### src/pkg/srt_cfg.svh
// Purpose: reset values for the set/reset and toggle relay
// Assumes: included by bare name
// Notes: definitions only
`ifndef SRT_CFG_SVH
`define SRT_CFG_SVH
`define SRT_Q_RST 1'h0
`define SRT_TRG_PREV_RST 1'h1
`endif

### src/pkg/srt_pkg.sv
// Purpose: types for the set/reset and toggle relay
// Assumes: nothing
// Notes: priority codes are one-hot
package srt_pkg;
   typedef enum logic [1:0]
   {
      clear_wins = 2'h1,
      set_wins = 2'h2
   } srt_prio_t;
   typedef struct packed
   {
      logic q;
   } srt_cell_st_t;
   typedef struct packed
   {
      logic trg_prev;
      logic toggle_req;
   } srt_main_st_t;
endpackage : srt_pkg

### src/verilog/srt_relay.sv
// Purpose: plain set/reset latch and toggle relay with priority and retention
// Assumes: all inputs come from logic on clk_i, so none is synchronised
// Notes: a power failure is a one-cycle pulse on power_fail_i
`timescale 1ns/1ns
`default_nettype none
`include "srt_cfg.svh"
module srt_relay
   import srt_pkg::*;
#(
   parameter bit LATCH_RETAIN = 1'b0,
   parameter bit TOGGLE_RETAIN = 1'b0,
   parameter srt_prio_t PRIO = clear_wins
)
(
   input wire logic clk_i, // 20 MHz system clock
   input wire logic reset_i, // async reset, active high
   input wire logic power_fail_i, // power failure pulse
   input wire logic latch_set_i, // latch set level
   input wire logic latch_clr_i, // latch clear level
   input wire logic tog_set_i, // toggle relay set level
   input wire logic tog_clr_i, // toggle relay clear level
   input wire logic tog_trg_i, // toggle trigger level
   output logic latch_q_o, // latch output, from flip-flop
   output logic tog_q_o // toggle relay output, from flip-flop
);
   srt_main_st_t st;
   srt_main_st_t next_st;
   logic next_latch;
   logic next_tog;
   logic trg_rise;

   assign trg_rise = tog_trg_i && !st.trg_prev;

   always_comb
   begin
      next_st = st;
      next_st.trg_prev = tog_trg_i;
      next_st.toggle_req = trg_rise && !tog_set_i && !tog_clr_i;
      // latch: clear dominates, otherwise set, otherwise hold
      if (latch_clr_i)
      begin
         next_latch = 1'h0;
      end
      else if (latch_set_i)
      begin
         next_latch = 1'h1;
      end
      else
      begin
         next_latch = latch_q_o;
      end
      // toggle relay: forcing inputs block the trigger entirely
      case ({tog_set_i, tog_clr_i})
         2'h0:
         begin
            next_tog = trg_rise ? !tog_q_o : tog_q_o;
         end
         2'h1:
         begin
            next_tog = 1'h0;
         end
         2'h2:
         begin
            next_tog = 1'h1;
         end
         2'h3:
         begin
            next_tog = (PRIO == set_wins);
         end
         default:
         begin
            next_tog = tog_q_o;
         end
      endcase
   end

   always_ff @(posedge clk_i or posedge reset_i)
   begin
      if (reset_i)
      begin
         st <= '{trg_prev: `SRT_TRG_PREV_RST, toggle_req: 1'h0};
      end
      else
      begin
         st <= next_st;
      end
   end

   // each output bit lives in its own cell with its own retention choice
   srt_store #(
      .RETAIN (LATCH_RETAIN)
   ) u_latch (
      .clk_i (clk_i),
      .reset_i (reset_i),
      .power_fail_i (power_fail_i),
      .d_i (next_latch),
      .q_o (latch_q_o)
   );

   srt_store #(
      .RETAIN (TOGGLE_RETAIN)
   ) u_toggle (
      .clk_i (clk_i),
      .reset_i (reset_i),
      .power_fail_i (power_fail_i),
      .d_i (next_tog),
      .q_o (tog_q_o)
   );
endmodule : srt_relay
`default_nettype wire

### src/verilog/srt_store.sv
// Purpose: one stored output bit, optionally retentive
// Assumes: power_fail_i comes from logic on clk_i
// Notes: a retentive cell ignores power_fail_i and only freezes while reset_i is high
`timescale 1ns/1ns
`default_nettype none
`include "srt_cfg.svh"
module srt_store
   import srt_pkg::*;
#(
   parameter bit RETAIN = 1'b0
)
(
   input wire logic clk_i, // system clock
   input wire logic reset_i, // async reset for a non-retentive cell, freeze for a retentive one; active high
   input wire logic power_fail_i, // power failure event
   input wire logic d_i, // new value of the bit
   output logic q_o // stored bit
);
   // power-up contents; the retentive branch never resets it
   srt_cell_st_t st = '{q: `SRT_Q_RST};
   srt_cell_st_t next_st;
   always_comb
   begin
      next_st = st;
      next_st.q = d_i;
      if (power_fail_i && !RETAIN)
      begin
         next_st.q = `SRT_Q_RST;
      end
   end
   generate
      if (RETAIN)
      begin : g_keep
         // no reset: the value is meant to survive, it only freezes while reset_i is high
         always_ff @(posedge clk_i)
         begin
            if (!reset_i)
            begin
               st <= next_st;
            end
         end
      end
      else
      begin : g_clear
         always_ff @(posedge clk_i or posedge reset_i)
         begin
            if (reset_i)
            begin
               st <= '{q: `SRT_Q_RST};
            end
            else
            begin
               st <= next_st;
            end
         end
      end
   endgenerate
   assign q_o = st.q;
endmodule : srt_store
`default_nettype wire
### config.mk
export PLATFORM = sky130hd
export DESIGN_NAME = srt_relay
export DESIGN_NICKNAME = d
export VERILOG_FILES = /design/src/pkg/srt_pkg.sv /design/src/verilog/srt_relay.sv /design/src/verilog/srt_store.sv
export VERILOG_INCLUDE_DIRS = /design/src /design/src/pkg
export SDC_FILE = /design/constraint.sdc
export NUM_CORES = 1
export LEC_CHECK = 0
export BUFFER_PORTS_ARGS = -buffer_cell sky130_fd_sc_hd__buf_2
export CORE_AREA = 2 2 39 41
export CTS_CLUSTER_DIAMETER = 60
export CTS_CLUSTER_SIZE = 20
export DETAILED_ROUTE_END_ITERATION = 10
export DIE_AREA = 0 0 41 43
export SETUP_SLACK_MARGIN = 0.02
export SLEW_MARGIN = 20
export SYNTH_ARGS = -nofsm -noshare
export SYNTH_HDL_FRONTEND = slang
export SYNTH_SLANG_ARGS = --single-unit
### constraint.sdc
create_clock -name clk_i -period 1.6 [get_ports clk_i]
set_input_delay 0.24 -clock clk_i [delete_from_list [all_inputs] [get_ports clk_i]]
set_output_delay 0.24 -clock clk_i [all_outputs]
set_load 0.05 [all_outputs]
; After elaboration in Yosys (flattened, before gate mapping)
; Index checks and enable logic that the tools add are counted.
[op_classes]
add_sub_neg = 0
mul = 0
div_mod_pow = 0
magnitude_cmp = 0
n_eq_ne = 4
shifts = 0
muxes = 6
bitwise = 0
n_reduce_logical = 6
[ops]
columns = operator, n
row1 = 1-bit two-way mux, 5
row2 = 2-bit == test (second input constant), 2
row3 = 3-bit != test (second input constant), 1
row4 = 1-bit case mux with 3 select lines, 1
row5 = 3-bit nonzero test, 1
row6 = 2-bit by 1-bit == test with 1-bit output (second input constant), 1
row7 = 1-bit logical NOT, 2
row8 = 2-bit logical NOT, 1
row9 = 2-bit OR reduction, 1
row10 = 1-bit logical AND, 1
[word_totals]
ff_bits = 3
latch_bits = 0
mem_bits_rw = 0
mem_bits_ro = 0
out_inout_bits = 2
word_cells = 19
n_memories = 0

; Longest topological paths before layout
[logic_depth]
word_depth = 5
depth_mapped = 2

; By module
; Synthesis repeated with hierarchy kept, for this count alone.
[hier_totals]
hier_cells = 14
area_unflattened_um2 = 158.9
[modules_own_cells]
columns = mod, n_inst, cells_each, area_each_um2, seq_area_each_um2
row1 = srt_store, 2, 3, 42.5, 25.0
row2 = srt_relay, 1, 8, 73.8, 26.3

; Worst setup path before layout
; Ideal clock, no wire load.
[synth_path]
path_type = register -> register
from = register u_toggle.st, in the netlist u_toggle.q_o
to = register u_toggle.st, in the netlist u_toggle.q_o
t_arrival_ps = 1146
required_ps = 1489
path_slack_ps = 343
path_stages_with_launch = 3
path_buffers = 0
synth_period_minus_slack_ps = 1257
path_cell_list = dfrtp_1 and4bb_1 a2111oi_2
[synth_between]
elab_chain_len = 4
[synth_rtl]
columns = item, line_no
row1 = from (decl), srt_store.sv:20  ; srt_cell_st_t st = '{q: `SRT_Q_RST};
row2 = from (signal assigned), srt_store.sv:49  ; st <= '{q: `SRT_Q_RST};
row3 = from (signal assigned), srt_store.sv:53  ; st <= next_st;
row4 = 1-bit logical NOT, srt_relay.sv:56  ; next_tog = trg_rise ? !tog_q_o : tog_q_o;
row5 = 1-bit two-way mux, srt_relay.sv:56
row6 = 1-bit case mux with 3 select lines, srt_relay.sv:53  ; case ({tog_set_i, tog_clr_i})
row7 = 1-bit two-way mux, srt_store.sv:26  ; if (power_fail_i && !RETAIN)
; No other way between the ends. The select of a mux whose other input is x is not followed.
; A chain may end at the register's enable or synchronous reset.

; Worst setup path after layout
[layout_path]
from = register st[1] (netlist name)
to = register u_toggle.st, in the netlist u_toggle.q_o
[layout_between]
elab_chain_len = 3
[layout_rtl]
columns = item, line_no
row1 = from (decl), srt_relay.sv:26  ; srt_main_st_t st;
row2 = from (signal assigned), srt_relay.sv:81  ; st <= '{trg_prev: `SRT_TRG_PREV_RST, toggle_req: 1'h0};
row3 = from (signal assigned), srt_relay.sv:85  ; st <= next_st;
row4 = 1-bit logical NOT, srt_relay.sv:32  ; assign trg_rise = tog_trg_i && !st.trg_prev;
row5 = 1-bit logical AND, srt_relay.sv:32
row6 = 3-bit != test (no line), -
; No other way between the ends.

==> out/results.ini <==
[global_routing]
grt_overflow_total = 0
antenna_found_initial = 0
grt_max_degree = 4
track_usage_pct = 5.54
grt_pass1_wl_microns = 545
grt_pass1_vias = 130

[setup_path]
rr_endpoint = u_toggle.q_o
cp-start-kind = flip-flop
reg2reg_depth = 2
critPathTopFamily = flip-flops
end_kind = flip-flop
crit_slowest_cell = dfstp_2
cp.required_ns = 1.73
crit_path_start = st[1]
max_stage_delay_ns = 0.52
critPathArrivalTime_ns = 1.29
r2r_setup_slack_ns = 0.43
crit_fanout = 2
crit_type = reg -> reg
crit_end = u_toggle.q_o
crit_path_cell_trace = and4bb_1, a2111oi_2
crit_buf_inv = 0
reg2reg_from = st[1]
cp.depth = 2

[routing]
wl_microns = 337
drt_iter0_drc = 6
route.detailed.drc = 0
vias = 123
first_pass_iters = 2
vias_per_cell = 3.08
antenna_left = 0
wire_per_inst_microns = 8.43

[cells_and_area]
fin_area_sq_um = 229
stdcell_count = 40
fill_cells = 153
diodes = 0
multi_input_area_sq_um = 47.5
syn2layout_area_growth_pct = 79.4
regArea_sq_um = 76.3
fin_util_pct = 16.5
drive_gt1_share_pct = 58.3
nets = 33

[timing]
period_needed_ns = 1.17
setup_slack_ns = 0.433
post-route-period-util_pct = 72.9
relSlewSlack_pct = 82.3
fin_skew_ns = 0.0000714
rsz0062_at_grt = false
hold_violations = 0
setup_violations = 0
timing.setup.tns_ns = 0
tightest_slew_ns = 0.265
worst_hold_slack_ns = 0.120
fmax_mhz = 857
slew_viol_final = 0

[place]
place_ws_ns = 0.433
placed_cells_incl_taps = 35
gp_congestion = 0.571
post_dp_cell_area_sq_um = 193
numPortBuffers = 9

[synth]
syn_nets = 18
ys_types = 8
async_flop_share_pct = 100
avgSynthCellArea_sq_um = 12.8
synth_area_sq_um = 128
ys.flop_type = dfrtp_1
synth_top_area_cell = dfrtp_1
synthCells = 10
synth_top_area_share_pct = 39.2
synth_edf_count = 0
yosys-top-cells-count = 2 x dfrtp_1, 2 x nor2_1
yosysSeqAreaShare_pct = 59.8
ys_warn_count = 0
post_synth_main_area_contributors = dfrtp_1 39%, dfstp_2 21%, a2111oi_2 12%
synth_seq_cells = 3

[die]
fp.coreArea_sq_um = 1380
fp.dieH_microns = 43
rows = 14
ioPinCount = 10
initial_core_util_pct = 9.22
fp.dieW_microns = 41
dieArea_sq_um = 1760

[clock_network]
insertion_delay_ns = 0.24
clockBufferDepth = 2
root_buffer = clkbuf_4
cts_resized = 0
clkTransAtPathRegs_ns = 0.04
h-tree-depth = 1
clock_sinks = 3
post_cts_buffers = 0
cts_tree = yes
cts-buffers-inserted = 3

[flow_run]
cap_violations = 0

[outcome]
status = completed

[power]
peakVddDrop_mv = 0.328
power_density_nw_per_um2 = 1100
finalPower_mw = 0.252
leakage_nw = 0.117

[min_path]
worstHoldPathCells = 1
worstHoldStart = tog_trg_i
hold_path_class = in -> reg

-- layout by cell type, fill, tap and decap left out --
cell type | netlist | routed
inv_1 | 1 | 1
buf_2 | 0 | 9
dlygate4sd3_1 | 0 | 1
nor3_1 | 1 | 1
or2b_1 | 1 | 1
nor2_1 | 2 | 2
clkbuf_1 | 0 | 1
and4bb_1 | 1 | 1
clkbuf_4 | 0 | 3
dfstp_2 | 1 | 1
dfrtp_1 | 2 | 2
a2111oi_2 | 1 | 1
-- state kept, by name (all words and copies together) (netlist names) --
name	flops
st	1
u_latch.q_o	1
u_toggle.q_o	1
-- report_power, final --
| group | leakage, nW | switching, mW | internal, mW |
|---|---|---|---|
| registers | 0.0371 | 0.00209 | 0.0811 |
| clock network | 0.0150 | 0.0432 | 0.0937 |
| logic | 0.0646 | 0.0185 | 0.0136 |
| total | 0.117 | 0.0638 | 0.188 |
-- repair_timing --
item | 4_1_cts | 5_1_grt
endpoints found under the hold margin | 2 | 0
setup endpoints to repair | 0 | 0
hold buffers | 1 | 0
-- worst register-to-register path: stages, from the launching register on --
cell and delay [ns]:
dfstp_2 0.52, and4bb_1 0.21, a2111oi_2 0.33
-- cell families after synthesis --
family | after synthesis | synth area share (%)
AO/OA/AOI/OAI | 1 | 11.8
AND/OR/NAND/NOR | 5 | 25.5
buffers and inverters | 1 | 2.94
flip-flops | 3 | 59.8
-- worst min path at each step --
stage	endpoint	slack, ns
6_report	st[1]	0.12
5_1_grt	st[1]	0.10
4_1_cts	st[1]	0.11
3_5_place_dp	u_latch.q_o	0.11
3_3_place_gp	u_latch.q_o	0.11
2_1_floorplan	u_latch.q_o	-0.007
-- final cells by class --
type,instances,share of cell area [%]
timing repair buffer,10,24.0
tap,16,8.74
inverter,1,1.64
multi-input combinational,6,20.8
sequential,3,33.3
clock buffer,4,11.5
-- layer usage --
layer	share of wire [%]	vias to the layer above	GRT usage, %	routed length [microns]
li1	-	62	-	-
met1	52	49	6.84	176
met2	30	12	3.75	102
met3	17	0	6.81	58
met4	0	0	6.00	0
met5	0	-	0	0
Note: power is estimated with default switching activity, not from simulation.
